**src/logic/srr_pkg.sv**
```systemverilog
// Package of constants, event indices and codes for the service request reporting block.
package srr_pkg;
  // ==========================================================================
  // Event indices.
  localparam int NEV = 18;
  localparam int EV_SP1 = 0;
  localparam int EV_SP2 = 1;
  localparam int EV_CERR = 2;
  localparam int EV_LP1 = 3;
  localparam int EV_LP2 = 4;
  localparam int EV_DONE = 5;
  localparam int EV_DEV1 = 6;
  localparam int EV_DEV2 = 7;
  localparam int EV_UP1 = 8;
  localparam int EV_LO1 = 9;
  localparam int EV_UP2 = 10;
  localparam int EV_LO2 = 11;
  localparam int EV_STALL = 12;
  localparam int EV_PDOWN = 13;
  localparam int EV_PUP = 14;
  localparam int EV_PUPA = 15;
  localparam int EV_BRK = 16;
  localparam int EV_OVR = 17;
  // ==========================================================================
  // Register indices on the plain port.
  localparam logic [3:0] A_STAT = 4'h0;
  localparam logic [3:0] A_MASK = 4'h1;
  localparam logic [3:0] A_CFG = 4'h2;
  localparam logic [3:0] A_LOCK = 4'h3;
  localparam logic [3:0] A_POLL = 4'h4;
  localparam int CFG_ADDR_LSB = 0;
  localparam int CFG_CERR_EN = 5;
  localparam int CFG_PP_LSB = 8;
  localparam logic [31:0] CFG_RST = 32'h0000_0000;
  localparam logic [31:0] LOCK_RST = 32'h000F_4240;
  // ==========================================================================
  // Bytes.
  localparam logic [7:0] NONE_CODE = 8'h00;
  localparam logic [7:0] LF = 8'h0A;
  localparam logic [7:0] CR = 8'h0D;
  localparam logic [7:0] RQS_BIT = 8'h40;
  typedef enum logic [3:0] {
    TX_IDLE = 4'b0001,
    TX_CHAR = 4'b0010,
    TX_CR = 4'b0100,
    TX_LF = 4'b1000
  } srr_tx_e;
  // Serial-poll code of an event, zero for events that never poll.
  function automatic logic [7:0] poll_code(input int idx);
    case (idx)
      EV_SP1: poll_code = 8'h41;
      EV_SP2: poll_code = 8'h51;
      EV_CERR: poll_code = 8'h42;
      EV_LP1: poll_code = 8'h43;
      EV_LP2: poll_code = 8'h53;
      EV_DONE: poll_code = 8'h45;
      EV_DEV1: poll_code = 8'h46;
      EV_DEV2: poll_code = 8'h56;
      EV_UP1: poll_code = 8'h47;
      EV_LO1: poll_code = 8'h4A;
      EV_UP2: poll_code = 8'h57;
      EV_LO2: poll_code = 8'h5A;
      EV_STALL: poll_code = 8'h4F;
      EV_BRK: poll_code = 8'h50;
      default: poll_code = 8'h00;
    endcase
  endfunction : poll_code
  // Serial-port character of an event, zero when none.
  function automatic logic [7:0] ascii_code(input int idx);
    case (idx)
      EV_SP1: ascii_code = 8'h49;
      EV_SP2: ascii_code = 8'h4A;
      EV_CERR: ascii_code = 8'h21;
      EV_LP1: ascii_code = 8'h50;
      EV_LP2: ascii_code = 8'h51;
      EV_DONE: ascii_code = 8'h45;
      EV_DEV1: ascii_code = 8'h44;
      EV_DEV2: ascii_code = 8'h46;
      EV_UP1: ascii_code = 8'h4F;
      EV_LO1: ascii_code = 8'h55;
      EV_UP2: ascii_code = 8'h2B;
      EV_LO2: ascii_code = 8'h2D;
      EV_PDOWN: ascii_code = 8'h21;
      EV_PUP: ascii_code = 8'h5A;
      EV_PUPA: ascii_code = 8'h5A;
      EV_BRK: ascii_code = 8'h42;
      default: ascii_code = 8'h00;
    endcase
  endfunction : ascii_code
endpackage : srr_pkg

```
**src/logic/srr_if.sv**
```systemverilog
// Interface carrying serial event characters to the character queue.
`timescale 1ns/10ps
interface srr_if;
  logic wr;
  logic [7:0] wdata;
  logic full;
  logic rd;
  logic [7:0] rdata;
  logic empty;
  modport src (output wr, output wdata, input full, output rd, input rdata, input empty);
  modport mem (input wr, input wdata, output full, input rd, output rdata, output empty);
endinterface : srr_if

```
**src/logic/srr_top.sv**
```systemverilog
// Service request reporting: serial poll codes, request line, event text, line ends.
// Behaviour
// - Serial poll returns pending code, else zero.
// - Timeout, done, breakpoint events use fixed codes.
// - Command errors request service only when enabled.
// - Host stall past lockup time raises event.
// - Power events give no poll code.
// - Pending event drives request line low.
// - New event before poll flags overrun.
// - Listener ends line on LF or EOI.
// - Talker ends line with LF plus EOI.
// - Talk only in reply to queries.
// - No acknowledgement text for silent commands.
// - Listen, talk, serial, parallel poll, request.
// - Address, lockup time, parallel bit configurable.
// - Masked events neither request nor poll.
// - Event text ends CR LF, waits for data.
//
// Design decisions made here: the strobed register port and the placing of the registers.
`timescale 1ns/10ps
module srr_top
  import srr_pkg::*;
#(
  parameter int QDEPTH = 8, // Serial character queue depth.
  parameter int LOCK_W = 32 // Lockup counter width.
) (
  input wire logic mclk_in, // 200 MHz clock.
  input wire logic sys_rst_in, // Synchronous reset, high.
  input wire logic [3:0] reg_addr_in, // Register index.
  input wire logic [31:0] reg_wdata_in, // Write data.
  input wire logic reg_wr_in, // Write strobe.
  input wire logic reg_rd_in, // Read strobe.
  output logic [31:0] reg_rdata_out, // Read data, cycle after strobe.
  input wire logic [srr_pkg::NEV-1:0] event_in, // Event pulses, one per source.
  input wire logic spoll_in, // Host serial poll of this device.
  input wire logic ppoll_in, // Host parallel poll.
  output logic [7:0] spoll_byte_out, // Status byte answered to poll.
  output logic ppoll_out, // Parallel poll response bit.
  output logic [7:0] dev_addr_out, // Bus address setting.
  output logic srq_n_out, // Service request, low active.
  input wire logic [7:0] lsn_byte_in, // Listener byte received.
  input wire logic lsn_eoi_in, // End-or-identify with it.
  input wire logic lsn_valid_in, // Byte strobe.
  output logic lsn_line_end_out, // Input line complete pulse.
  input wire logic cmd_done_in, // A parsed command finished.
  input wire logic cmd_err_in, // It was rejected.
  input wire logic cmd_query_in, // It asks for data.
  input wire logic [7:0] talk_byte_in, // Reply byte from parser.
  input wire logic talk_last_in, // Last byte of reply.
  input wire logic talk_valid_in, // Reply byte offered.
  output logic talk_ready_out, // Reply byte taken.
  output logic [7:0] bus_dio_out, // Byte to the talker.
  output logic bus_eoi_out, // EOI with the byte.
  output logic bus_dav_out, // Byte offered to host.
  input wire logic bus_accept_in, // Host accepted the byte (raw pin).
  input wire logic ser_busy_in, // Normal serial data line in progress.
  input wire logic ser_ready_in, // Serial transmitter can take a byte.
  output logic [7:0] ser_byte_out, // Event character to serial.
  output logic ser_valid_out, // Serial byte valid.
  output logic overrun_out, // Request overrun shown to user.
  output logic irq_out // Level interrupt.
);
  srr_if q ();
  srr_char_mem #(.DEPTH(QDEPTH)) u_mem (.mclk_in(mclk_in), .sys_rst_in(sys_rst_in), .q(q));

  logic [NEV-1:0] stat_reg;
  logic [NEV-1:0] mask_reg;
  logic [31:0] cfg_reg;
  logic [LOCK_W-1:0] lock_reg;
  logic [7:0] pend_code_reg;
  logic [7:0] next_code_reg;
  logic next_valid_reg;
  logic ovr_reg;
  logic [2:0] acc_sync_reg;
  logic acc_reg;
  logic [LOCK_W-1:0] stall_cnt_reg;
  logic talk_armed_reg;
  logic stall_pulse;
  logic [NEV-1:0] ev;
  logic [7:0] new_code;
  logic [7:0] new_char;
  logic poll_take;

  // ==========================================================================
  // Event qualification.
  // Command errors only count as events while reporting is enabled.
  always_comb begin
    ev = event_in;
    ev[EV_STALL] = event_in[EV_STALL] | stall_pulse;
    ev[EV_CERR] = (event_in[EV_CERR] | (cmd_done_in & cmd_err_in)) & cfg_reg[CFG_CERR_EN];
  end
  // Lowest index wins when several sources fire together; masked ones never poll.
  always_comb begin
    new_code = NONE_CODE;
    new_char = 8'h00;
    for (int i = NEV - 1; i >= 0; i--) begin
      if (ev[i] && !mask_reg[i] && poll_code(i) != NONE_CODE) begin
        new_code = poll_code(i);
      end
    end
    for (int i = NEV - 1; i >= 0; i--) begin
      if (ev[i] && !mask_reg[i] && ascii_code(i) != 8'h00) begin
        new_char = ascii_code(i);
      end
    end
  end
  assign poll_take = spoll_in && (pend_code_reg != NONE_CODE);

  // ==========================================================================
  // Serial poll code and overrun.
  // One code is reported, one more waits, later ones are lost; a code arriving while one is pending is an overrun, except in the cycle a poll takes it.
  always_ff @(posedge mclk_in) begin
    if (sys_rst_in) begin
      pend_code_reg <= NONE_CODE;
      next_code_reg <= NONE_CODE;
      next_valid_reg <= 1'b0;
      ovr_reg <= 1'b0;
    end else begin
      // Clear first, so that an overrun in the same cycle still sets the flag.
      if (reg_wr_in && reg_addr_in == A_POLL) begin
        ovr_reg <= 1'b0;
      end
      if (poll_take) begin
        pend_code_reg <= next_valid_reg ? next_code_reg : NONE_CODE;
        next_valid_reg <= 1'b0;
        if (new_code != NONE_CODE) begin
          if (next_valid_reg) begin
            next_code_reg <= new_code;
            next_valid_reg <= 1'b1;
          end else begin
            pend_code_reg <= new_code;
          end
        end
      end else if (new_code != NONE_CODE) begin
        if (pend_code_reg == NONE_CODE) begin
          pend_code_reg <= new_code;
        end else begin
          ovr_reg <= 1'b1;
          if (!next_valid_reg) begin
            next_code_reg <= new_code;
            next_valid_reg <= 1'b1;
          end
        end
      end
    end
  end
  // Status byte: code when pending, zero otherwise.
  always_ff @(posedge mclk_in) begin
    if (sys_rst_in) begin
      spoll_byte_out <= NONE_CODE;
    end else if (spoll_in) begin
      spoll_byte_out <= pend_code_reg;
    end
  end
  assign srq_n_out = (pend_code_reg == NONE_CODE);
  assign overrun_out = ovr_reg;
  assign dev_addr_out = cfg_reg[CFG_ADDR_LSB +: 8];
  assign ppoll_out = ppoll_in && cfg_reg[CFG_PP_LSB] && !srq_n_out;

  // ==========================================================================
  // Listener line end.
  always_ff @(posedge mclk_in) begin
    if (sys_rst_in) begin
      lsn_line_end_out <= 1'b0;
    end else begin
      lsn_line_end_out <= lsn_valid_in && (lsn_byte_in == LF || lsn_eoi_in);
    end
  end

  // ==========================================================================
  // Talker path with lockup timer.
  // Only a query arms the talker, so no silent command ever produces output.
  always_ff @(posedge mclk_in) begin
    if (sys_rst_in) begin
      talk_armed_reg <= 1'b0;
    end else if (cmd_done_in && cmd_query_in && !cmd_err_in) begin
      talk_armed_reg <= 1'b1;
    end else if (bus_dav_out && acc_reg && bus_eoi_out) begin
      talk_armed_reg <= 1'b0;
    end
  end
  // Full handshake: a stale accept of the last byte must never accept the next.
  assign talk_ready_out = talk_armed_reg && !bus_dav_out && !acc_reg;
  // Accept comes from the host pins; three stages, change when last two agree.
  always_ff @(posedge mclk_in) begin
    if (sys_rst_in) begin
      acc_sync_reg <= 3'b000;
      acc_reg <= 1'b0;
    end else begin
      acc_sync_reg <= {acc_sync_reg[1:0], bus_accept_in};
      if (acc_sync_reg[2] == acc_sync_reg[1]) begin
        acc_reg <= acc_sync_reg[1];
      end
    end
  end
  // The parser supplies reply text; the line ending is always LF with EOI.
  always_ff @(posedge mclk_in) begin
    if (sys_rst_in) begin
      bus_dio_out <= 8'h00;
      bus_eoi_out <= 1'b0;
      bus_dav_out <= 1'b0;
    end else if (talk_valid_in && talk_ready_out) begin
      bus_dio_out <= talk_last_in ? LF : talk_byte_in;
      bus_eoi_out <= talk_last_in;
      bus_dav_out <= 1'b1;
    end else if (acc_reg) begin
      bus_dav_out <= 1'b0;
    end
  end
  // Lockup: the count restarts for every offered byte.
  always_ff @(posedge mclk_in) begin
    if (sys_rst_in) begin
      stall_cnt_reg <= '0;
    end else if (!bus_dav_out || acc_reg) begin
      stall_cnt_reg <= '0;
    end else if (stall_cnt_reg != lock_reg) begin
      stall_cnt_reg <= stall_cnt_reg + 1'b1;
    end
  end
  assign stall_pulse = bus_dav_out && !acc_reg && (stall_cnt_reg == lock_reg - 1'b1);

  // ==========================================================================
  // Serial event text: character, CR, LF; held while a data line runs.
  assign q.wr = (new_char != 8'h00);
  assign q.wdata = new_char;
  srr_tx_e tx_reg;
  always_ff @(posedge mclk_in) begin
    if (sys_rst_in) begin
      tx_reg <= TX_IDLE;
      ser_byte_out <= 8'h00;
      ser_valid_out <= 1'b0;
    end else begin
      case (tx_reg)
        TX_IDLE: begin
          ser_valid_out <= 1'b0;
          if (!q.empty && !ser_busy_in && ser_ready_in) begin
            tx_reg <= TX_CHAR;
          end
        end
        TX_CHAR: begin
          ser_byte_out <= q.rdata;
          ser_valid_out <= 1'b1;
          tx_reg <= TX_CR;
        end
        TX_CR: begin
          ser_valid_out <= ser_ready_in;
          ser_byte_out <= CR;
          if (ser_ready_in) begin
            tx_reg <= TX_LF;
          end
        end
        TX_LF: begin
          ser_valid_out <= ser_ready_in;
          ser_byte_out <= LF;
          if (ser_ready_in) begin
            tx_reg <= TX_IDLE;
          end
        end
        default: tx_reg <= TX_IDLE;
      endcase
    end
  end
  assign q.rd = (tx_reg == TX_IDLE) && !q.empty && !ser_busy_in && ser_ready_in;

  // ==========================================================================
  // Registers; status bits clear on write-one, a new event wins over the clear.
  always_ff @(posedge mclk_in) begin
    if (sys_rst_in) begin
      stat_reg <= '0;
      mask_reg <= '0;
      cfg_reg <= CFG_RST;
      lock_reg <= LOCK_W'(LOCK_RST);
    end else begin
      stat_reg <= (stat_reg & ~((reg_wr_in && reg_addr_in == A_STAT) ?
                  reg_wdata_in[NEV-1:0] : '0)) | ev;
      stat_reg[EV_OVR] <= stat_reg[EV_OVR] & ~(reg_wr_in && reg_addr_in == A_STAT
                          && reg_wdata_in[EV_OVR]) | (new_code != NONE_CODE && !poll_take
                          && pend_code_reg != NONE_CODE);
      if (reg_wr_in && reg_addr_in == A_MASK) begin
        mask_reg <= reg_wdata_in[NEV-1:0];
      end
      if (reg_wr_in && reg_addr_in == A_CFG) begin
        cfg_reg <= reg_wdata_in;
      end
      if (reg_wr_in && reg_addr_in == A_LOCK) begin
        lock_reg <= reg_wdata_in[LOCK_W-1:0];
      end
    end
  end
  assign irq_out = |(stat_reg & ~mask_reg);
  // Read data stand only in the cycle after the strobe.
  always_ff @(posedge mclk_in) begin
    if (sys_rst_in) begin
      reg_rdata_out <= 32'h0000_0000;
    end else if (!reg_rd_in) begin
      reg_rdata_out <= 32'h0000_0000;
    end else if (reg_addr_in == A_STAT) begin
      reg_rdata_out <= 32'(stat_reg);
    end else if (reg_addr_in == A_MASK) begin
      reg_rdata_out <= 32'(mask_reg);
    end else if (reg_addr_in == A_CFG) begin
      reg_rdata_out <= cfg_reg;
    end else if (reg_addr_in == A_LOCK) begin
      reg_rdata_out <= 32'(lock_reg);
    end else if (reg_addr_in == A_POLL) begin
      reg_rdata_out <= {23'h000000, ovr_reg, pend_code_reg};
    end else begin
      reg_rdata_out <= 32'h0000_0000;
    end
  end
endmodule : srr_top

```
**src/logic/srr_char_mem.sv**
```systemverilog
// Small memory queuing serial event characters, registered read data.
`timescale 1ns/10ps
module srr_char_mem #(
  parameter int DEPTH = 8 // Entries, power of two.
) (
  input wire logic mclk_in, // System clock.
  input wire logic sys_rst_in, // Synchronous reset.
  srr_if.mem q // Queue port.
);
  localparam int AW = $clog2(DEPTH);
  logic [7:0] mem_reg [DEPTH];
  logic [AW:0] wp_reg;
  logic [AW:0] rp_reg;
  logic [7:0] rdata_reg;
  // Pointers carry one extra bit so full and empty differ.
  assign q.empty = (wp_reg == rp_reg);
  assign q.full = (wp_reg[AW] != rp_reg[AW]) && (wp_reg[AW-1:0] == rp_reg[AW-1:0]);
  assign q.rdata = rdata_reg;
  // Write side.
  always_ff @(posedge mclk_in) begin
    if (sys_rst_in) begin
      wp_reg <= '0;
    end else if (q.wr && !q.full) begin
      mem_reg[wp_reg[AW-1:0]] <= q.wdata;
      wp_reg <= wp_reg + 1'b1;
    end
  end
  // Read side; the head is registered the cycle it is popped.
  always_ff @(posedge mclk_in) begin
    if (sys_rst_in) begin
      rp_reg <= '0;
      rdata_reg <= 8'h00;
    end else if (q.rd && !q.empty) begin
      rdata_reg <= mem_reg[rp_reg[AW-1:0]];
      rp_reg <= rp_reg + 1'b1;
    end
  end
endmodule : srr_char_mem

```
**config.mk**
```make
export PLATFORM = sky130hd
export DESIGN_NAME = srr_top
export DESIGN_NICKNAME = d
export VERILOG_FILES = /design/src/logic/srr_pkg.sv /design/src/logic/srr_if.sv /design/src/logic/srr_top.sv /design/src/logic/srr_char_mem.sv
export SDC_FILE = /design/constraint.sdc
export NUM_CORES = 1
export LEC_CHECK = 0
export BUFFER_PORTS_ARGS = -buffer_cell sky130_fd_sc_hd__buf_2
export CORE_ASPECT_RATIO = 0.75
export CORE_MARGIN = 4
export CORE_UTILIZATION = 40
export CTS_CLUSTER_DIAMETER = 120
export CTS_CLUSTER_SIZE = 30
export DETAILED_ROUTE_END_ITERATION = 10
export HOLD_SLACK_MARGIN = 0.1
export PLACE_DENSITY_LB_ADDON = 0.25
export SLEW_MARGIN = 5
export SYNTH_ARGS = -nofsm -noshare
export SYNTH_HDL_FRONTEND = slang
export SYNTH_SLANG_ARGS = --single-unit
```
**constraint.sdc**
```tcl
create_clock -name mclk_in -period 5.87 [get_ports mclk_in]
set_input_delay 1.174 -clock mclk_in [delete_from_list [all_inputs] [get_ports mclk_in]]
set_output_delay 1.174 -clock mclk_in [all_outputs]
set_load 0.01 [all_outputs]
```
==> results of run 1 <==
-- metrics by stage --
step,power [uW],util [%],hold slack (ps),instances
floorplan,2340,-,414,1478
global placement,2470,44.3,441,1983
detailed placement,2480,44.3,429,1983
CTS,3520,45.5,463,2001
global route,3630,45.5,483,2002
finish,3490,45.5,461,2003
-- cell families (layout without fill, tap and decap cells) --
logic type                 after synthesis  count (layout)  synth area share, %
DFF                                    283             283                 48.1
and+or+nand+nor                        621             621                 21.9
muxes                                   55              55                 5.65
adders and majority gates                4               4                0.387
AOI/OAI and AO/OA                      291             291                 13.8
other                                    1               5               0.0290
buffers and inverters                  136             224                 4.35
xor gates and xnor gates                85              85                 5.75
-- synthesized netlist by cell type, types with 3 or more instances --
cell	count	area share (%)
nand2_1	258	7.5
dfxtp_1	227	35
nor2_1	155	4.5
a21oi_1	143	5.5
clkbuf_1	82	2.4
edfxtp_1	56	13
o21ai_0	46	1.8
xnor2_1	44	3.0
xor2_1	41	2.8
nand3_1	39	1.5
mux2i_1	37	2.9
inv_1	34	0.99
nor3_1	32	1.2
nand2b_1	25	1.2
a22o_1	18	1.2
and3_1	17	0.82
nand4_1	17	0.82
a31oi_1	16	0.77
nor4_1	15	0.73
mux4_2	14	2.4
buf_4	12	0.70
a211oi_1	11	0.64
nor2b_1	11	0.53
a222oi_1	10	0.77
and2_1	10	0.48
nor3b_1	10	0.58
or4_1	9	0.52
or3_1	8	0.39
buf_1	7	0.20
o211ai_1	7	0.41
o22ai_1	6	0.29
a22oi_1	4	0.23
ha_1	4	0.39
mux2_2	4	0.35
nor4b_1	4	0.27
a21o_1	3	0.17
a221oi_1	3	0.20
a311oi_1	3	0.20
o31ai_1	3	0.17
-- worst paths after layout --
kind	start	to	slack, ps	depth (start not counted)
max reg2reg	lock_reg[19]	pend_code_reg[2]	1600	10
max	lock_reg[19]	pend_code_reg[2]	1600	10
min	acc_sync_reg[0]	acc_sync_reg[1]	460	1
min reg2reg	acc_sync_reg[0]	acc_sync_reg[1]	460	1
-- cell type report --
cell class                 count  area share (%)
sequential                   283            43.3
clock inverter                 1           0.139
inverter                      34           0.888
timing repair buffer         172            6.32
multi-input combinational   1059            43.1
antenna                        2          0.0348
tap                          435            3.79
clock buffer                  17            2.37
-- layer usage --
layer / wire (um) / up-vias
li1: - / 5304
met1: 18500 / 5218
met2: 15500 / 453
met3: 3220 / 32
met4: 637 / 0
met5: 0 / -
-- where the power goes --
part / switching (uW) / internal (uW) / leakage (uW)
clock network: 626 / 424 / 0.000175
registers: 48.6 / 2030 / 0.00235
logic: 222 / 133 / 0.00272
-- worst max-delay path: stages (launching register included) --
cell      delay (ps)
dfxtp_1          450
or3_4            450
or3_1            330
or4_1            520
a2111o_1         420
a211oi_1         240
and4bb_1         360
a41oi_4          270
a31oi_1          820
o21ai_0          180
a31oi_1          170
==> flow_summary.yaml, run 1 <==
grt:
  grt_overflow_total: 0
  antenna_found_initial: 1
  top_usage_layer: "met1"
  grt_pass1_wl_um: 57500
  met1_usage_pct: 32.5
  met2_usage_pct: 29.3
  grt_pass1_vias: 9835
  grt_use_met3_pct: 3.13
  grt_max_degree: 62
  grt_usage_pct: 20.4
clock_network:
  cts_buffers: 13
  post_cts_resized: 0
  cts-root-buf: "clkbuf_16"
  htreeDepth: 1
  clk_path_buf_depth: 3
  cts_setup_buffers: 0
  cts_tree: "built"
  cts.sinks: 283
  ctsHoldBuffers: 0
  clkLatencyLatePin_ps: 500
  path_clk_slew_ps: 110
yosys:
  synth_area_per_cell_sq_um: 8.77
  synthCells: 1476
  synth.distinct_cells: 65
  netlist_area_sq_um: 12900
  yosys_warnings: 0
  ys.flop_type: "dfxtp_1"
  ys_seq_area_share_pct: 48.1
  synth_seq_cells: 283
  synth_edf_count: 56
  async_flop_share_pct: 0
floorplanning:
  boundaryPins: 159
  fp.coreArea_sq_um: 31600
  dieHeight_um: 164
  row_count: 56
  dieWidth_um: 216
  dieArea_sq_um: 35300
  start_util_pct: 41.0
drt:
  wl_per_cell_um: 18.9
  drt-total-wl_um: 37900
  drc_errors: 0
  firstDrtPassIters: 5
  postRouteAntennaNets: 0
  via_per_inst: 5.50
  drt_iter0_markers: 1183
  vias: 11007
final_layout:
  drive_above_1_share_pct: 13.7
  nFillCells: 3098
  final_common_cell: "nand2_1"
  mostFrequentLayoutCells: "nand2_1 (258), dfxtp_1 (227), nor2_1 (155)"
  largest_reg_flops: 56
  syn2layout_area_growth_pct: 11.0
  seqCellArea_sq_um: 6230
  nNetsFinal: 1653
  finalInstanceArea_sq_um: 14400
  multiInputGateArea_sq_um: 6200
placement:
  dp_hpwl_um: 27300
  place_area_sq_um: 14000
  place_congestion: 0.888
  port_buffers: 154
  pre_cts_ws_ps: 1630
sta:
  setup_slack_ps: 1600
  period_minus_slack_ps: 4270
  fin_crit_sh_pct: 72.7
  hold_violations: 0
  setup_viol: 0
  rsz0062_at_grt: "no"
  finalClockSkew_ps: 25.7
  slew_headroom_pct: 22.9
  setup_tns_ps: 0
  worst_slew_pin_slew_ps: 1150
  max_freq_mhz: 234
  drv_slew: 0
run_status:
  status: "finished clean"
run:
  cap_violations: 0
worst_setup_path:
  critPathRequiredTime_ps: 6300
  worstPathMaxFanout: 12
  worstSetupStartpointType: "flop"
  cp.arrival_ps: 4690
  cp-end-kind: "flop"
  critical_path_class: "flop to flop"
pwr:
  p_leak_uw: 0.00525
  power.density_nw_per_um2: 243
  peakVddDrop_v: 0.000143
worst_hold_path:
  min_path_type: "flop to flop"
(Power assumes the default switching activity.)
==> run 2, diff against run 1 <==
Clock period 5.87 ns to 3.5 ns, I/O delays scaled along.
==> run 2 against run 1 <==
  * Routed wire length increased by 3.1%
  * Cell count up 3.0%
  * Sequential power grew 68%
  * Hold slack lost 44 ps
  * Die area unchanged
  * Highest routed layer unchanged
  * Combinational power increased by 84%
  * Design area up 3.5%
  * Setup slack worse by 1500 ps
==> flow_summary.yaml, run 2 (synthesis gave the netlist of run 1 again) <==
run_status:
  status: "finished clean"
drt:
  vias: 11229
  via_per_inst: 5.44
  drt-total-wl_um: 39000
  drc_errors: 0
  postRouteAntennaNets: 0
  wl_per_cell_um: 18.9
  firstDrtPassIters: 6
  drt_iter0_markers: 1090
pwr:
  swShare_pct: 25.8
  peakVddDrop_v: 0.000226
  seq_power_share_pct: 59.1
  pwr-share-comb_pct: 11.1
  clkPwrFrac_pct: 29.8
  power.density_nw_per_um2: 397
  internal_power_uw: 4380
  p_sw_uw: 1520
  p_leak_uw: 0.00557
final_layout:
  antenna_cells: 0
  mostFrequentLayoutCells: "nand2_1 (258), dfxtp_1 (225), nor2_1 (155)"
  final_util_pct: 47.1
  syn2layout_area_growth_pct: 14.9
  final_common_cell: "nand2_1"
  largest_reg_flops: 56
  drive_above_1_share_pct: 17.4
  nNetsFinal: 1717
  nFillCells: 3097
sta:
  drv_slew: 0
  fin_hold_ws_ps: 417
  rsz0062_at_grt: "yes"
  slew_headroom_pct: 25.6
  hold_violations: 0
  setup_viol: 0
  finalClockSkew_ps: 31.2
  fin_crit_sh_pct: 98.1
  period_minus_slack_ps: 3430
  max_freq_mhz: 291
  worst_slew_pin_slew_ps: 1110
placement:
  dp_hpwl_um: 29000
  port_buffers: 154
  place_congestion: 0.923
floorplanning:
  fp.coreArea_sq_um: 31600
  start_util_pct: 41.0
  dieWidth_um: 216
  dieHeight_um: 164
  boundaryPins: 159
  row_count: 56
  dieArea_sq_um: 35300
clock_network:
  cts_buffers: 13
  htreeDepth: 1
  clk_path_buf_depth: 3
  path_clk_slew_ps: 120
  cts-root-buf: "clkbuf_16"
  clkLatencyLatePin_ps: 500
  cts_tree: "built"
  cts_setup_buffers: 0
  cts.sinks: 283
  ctsHoldBuffers: 0
grt:
  grt_pass1_wl_um: 60400
  grt_usage_pct: 21.4
  antenna_found_initial: 0
  grt_pass1_vias: 10334
  grt_max_degree: 118
  grt_overflow_total: 0
worst_setup_path:
  critical_path_class: "flop to flop"
  worstSetupStartpointType: "flop"
  r2r-end: "next_code_reg[1]"
  r2r_start: "lock_reg[3]"
  cp.arrival_ps: 3820
  r2r_slack_ps: 70
  critPathLaunch: "lock_reg[3]"
  crit_end: "next_code_reg[1]"
  cp-end-kind: "flop"
  worstPathMaxFanout: 8
  rr_worst_depth: 12
  critPathRequiredTime_ps: 3880
run:
  cap_violations: 0
worst_hold_path:
  hold_start: "event_in[4]"
  min_path_type: "primary input to flop"
-- run 2: cell count changes in the layout (fill, tap and decap cells not counted), moves of 2 or more --
cell | previous run | this run
a31oi_2 | 0 | 2
diode_2 | 2 | 0
nor4_2 | 5 | 2
buf_4 | 19 | 79
dfxtp_1 | 227 | 225
nor3_2 | 1 | 3
nor4_1 | 11 | 14
a31oi_1 | 16 | 14
dfxtp_2 | 0 | 2
nor3_1 | 31 | 29
buf_6 | 0 | 2
-- run 2: cell type report --
type | instances | area [sq um] | area share, %
Tap cell | 435 | 544 | 3.66
Inverter | 34 | 128 | 0.858
Timing Repair Buffer | 236 | 1410 | 9.46
Clock buffer | 16 | 337 | 2.26
Multi-Input combinational cell | 1059 | 6210 | 41.8
Sequential cell | 283 | 6230 | 41.9
Clock inverter | 1 | 20.0 | 0.135
-- run 2: metal layers --
| metal | global-route usage (%) | wire length [um] | up-vias |
|---|---|---|---|
| met5 | 0 | 0 | - |
| met4 | 3.89 | 660 | 0 |
| met3 | 3.38 | 3210 | 37 |
| met2 | 30.8 | 15700 | 467 |
| met1 | 33.9 | 19400 | 5297 |
| li1 | - | - | 5428 |
-- run 2: stage by stage --
| step | instance area (sq um) | setup TNS, ps | power [uW] | setup slack (ps) | instances |
|---|---|---|---|---|---|
| finish | 14900 | 0 | 5900 | 66.1 | 2064 |
| global route | 14900 | -241 | 6130 | -62.8 | 2064 |
| CTS | 14800 | 0 | 5940 | 53.9 | 2064 |
| detailed placement | 14500 | -338 | 4190 | -105 | 2046 |
| global placement | 14500 | -111 | 4190 | -58.1 | 2046 |
| floorplan | 12900 | 0 | 3920 | 58.0 | 1478 |
-- run 2: how the worst min path moves through the flow --
stage,to,slack [ps],cells past startpoint
finish,stat_reg[4],420,3
global route,stat_reg[4],420,3
CTS,acc_sync_reg[0],400,2
detailed placement,cfg_reg[28],450,2
global placement,acc_sync_reg[1],440,1
floorplan,acc_sync_reg[1],410,1
-- run 2: timing repair --
item	CTS	global route
gates resized for setup	6	5
pin swaps	7	2
gates cloned	1	0
setup endpoints to repair	10	9
-- run 2: worst max-delay path, cell delays in order, from the launching register on --
cell and delay (ps):
dfxtp_1 360, buf_4 170, or4_1 600, nor4b_1 360, nand2_1 100, a31oi_1 210
o2111ai_1 160, and4bb_2 380, a41oi_4 250, a211oi_4 310, buf_6 160, mux2i_1 190
nor2_1 50
-- run 2: power groups by stage --
stage | registers, uW | logic, uW | clock network (uW)
2_1_floorplan | 3530 | 392 | 0
3_3_place_gp | 3560 | 630 | 0
3_5_place_dp | 3560 | 635 | 0
4_1_cts | 3480 | 645 | 1810
5_1_grt | 3500 | 718 | 1920
6_report | 3490 | 653 | 1760
==> run 3, diff against run 2 <==
Settings changed: CORE_UTILIZATION 40 to 53.
==> run 3 against run 2 <==
  * Cell count decreased by 5.2%
  * Fmax decreased by 0.98%
  * Hold slack about the same
  * Critical path type unchanged
==> flow_summary.yaml, run 3 (synthesis gave the netlist of run 1 again) <==
sta:
  slew_headroom_pct: 21.2
  finalClockSkew_ps: 33.4
  setup_viol: 0
  setup_slack_ps: 32.2
  rsz0062_at_grt: "yes"
  max_freq_mhz: 288
  hold_violations: 0
  fin_crit_sh_pct: 99.1
  worst_slew_pin_slew_ps: 1170
  period_minus_slack_ps: 3470
  drv_slew: 0
worst_setup_path:
  cp.arrival_ps: 3830
  cp-end-kind: "flop"
  rr_worst_depth: 11
  r2r_slack_ps: 30
  worstPathMaxFanout: 8
  worstSetupStartpointType: "flop"
  critPathRequiredTime_ps: 3870
  r2r-end: "next_code_reg[1]"
  r2r_start: "lock_reg[21]"
  critical_path_class: "flop to flop"
drt:
  via_per_inst: 5.86
  drc_errors: 0
  wl_per_cell_um: 19.3
  postRouteAntennaNets: 0
  drt_iter0_markers: 1405
  firstDrtPassIters: 6
  vias: 11463
  drt-total-wl_um: 37700
worst_hold_path:
  hold_depth: 3
  hold_start: "event_in[7]"
  whs_endpoint: "stat_reg[7]"
  min_path_type: "primary input to flop"
floorplanning:
  fp.coreArea_sq_um: 24000
  dieArea_sq_um: 27000
  start_util_pct: 54.0
  dieHeight_um: 143
  row_count: 49
  dieWidth_um: 188
  boundaryPins: 159
final_layout:
  final_common_cell: "nand2_1"
  syn2layout_area_growth_pct: 13.8
  drive_above_1_share_pct: 17.1
  finalInstanceArea_sq_um: 14700
  nNetsFinal: 1711
  nFillCells: 2125
  largest_reg_flops: 56
  mostFrequentLayoutCells: "nand2_1 (258), dfxtp_1 (226), nor2_1 (155)"
  antenna_cells: 0
  final_util_pct: 61.4
placement:
  pre_cts_ws_ps: -132
  dp_hpwl_um: 27600
  port_buffers: 154
  place_congestion: 0.960
  place_area_sq_um: 14300
grt:
  grt_overflow_total: 0
  grt_pass1_vias: 10409
  grt_pass1_wl_um: 58300
  grt_usage_pct: 27.0
  grt_max_degree: 150
  antenna_found_initial: 1
clock_network:
  path_clk_slew_ps: 120
  cts.sinks: 283
  clk_path_buf_depth: 3
  cts_buffers: 13
  cts_tree: "built"
  cts-root-buf: "clkbuf_16"
  htreeDepth: 1
  ctsHoldBuffers: 0
  clkLatencyLatePin_ps: 510
pwr:
  p_leak_uw: 0.00554
  power.density_nw_per_um2: 400
  peakVddDrop_v: 0.000360
run:
  cap_violations: 0
run_status:
  status: "finished clean"
[run 3: layout make-up]
class	count	area, sq um	share of cell area, %
multi-input cells	1060	6240	42.3
flip-flops and latches	283	6230	42.3
repair buffers	229	1350	9.18
well taps	331	414	2.81
clock buffers	17	340	2.31
inverters	34	128	0.867
clock inverters	2	28.8	0.195
[run 3: how the worst max path moves through the flow]
stage,end,startpoint,slack [ps]
2_1_floorplan,next_code_reg[1],lock_reg[20],60
3_3_place_gp,next_code_reg[1],lock_reg[19],-60
3_5_place_dp,next_code_reg[1],lock_reg[19],-130
4_1_cts,next_code_reg[1],lock_reg[21],70
5_1_grt,next_code_reg[3],lock_reg[21],-40
6_report,next_code_reg[1],lock_reg[21],30
[run 3: report_power, final]
part / switching (uW) / internal (uW) / leakage, uW
registers: 75.0 / 3410 / 0.00235
logic: 395 / 255 / 0.00302
clock network: 1040 / 716 / 0.000179
[run 3: repair_timing]
item,CTS,global route
endpoints found under the setup margin,11,10
endpoints found under the hold margin,0,0
buffers inserted,2,0
gates cloned,1,0
resized for setup,6,5
pin swaps,7,1
[run 3: layer usage]
layer	share of wire (%)	wire length, um	track usage [%]	vias to the layer above
met5	0.019	7	0	-
met4	2.1	798	5.25	2
met3	11	4190	5.90	66
met2	40	15100	37.9	586
met1	47	17600	42.8	5397
li1	-	-	-	5412
[run 3: critical path, cell delays in order (launching register included)]
cell      delay [ps]
dfxtp_2          340
or3_4            410
or3_4            340
or4_1            400
a2111o_1         400
a211oi_2         170
and4bb_2         310
a41oi_4          230
a211oi_4         310
buf_6            160
mux2i_1          190
nor2_1            60
[run 3: stage by stage]
stage                     setup TNS (ps)  instances  hold WS [ps]  power [uW]
final                                  0       1956           418        5890
after global routing                -183       1956           416        6100
after CTS                              0       1956           408        5910
after detailed placement            -838       1934           429        4180
after global placement              -175       1934           417        4170
after floorplan                        0       1478           414        3920
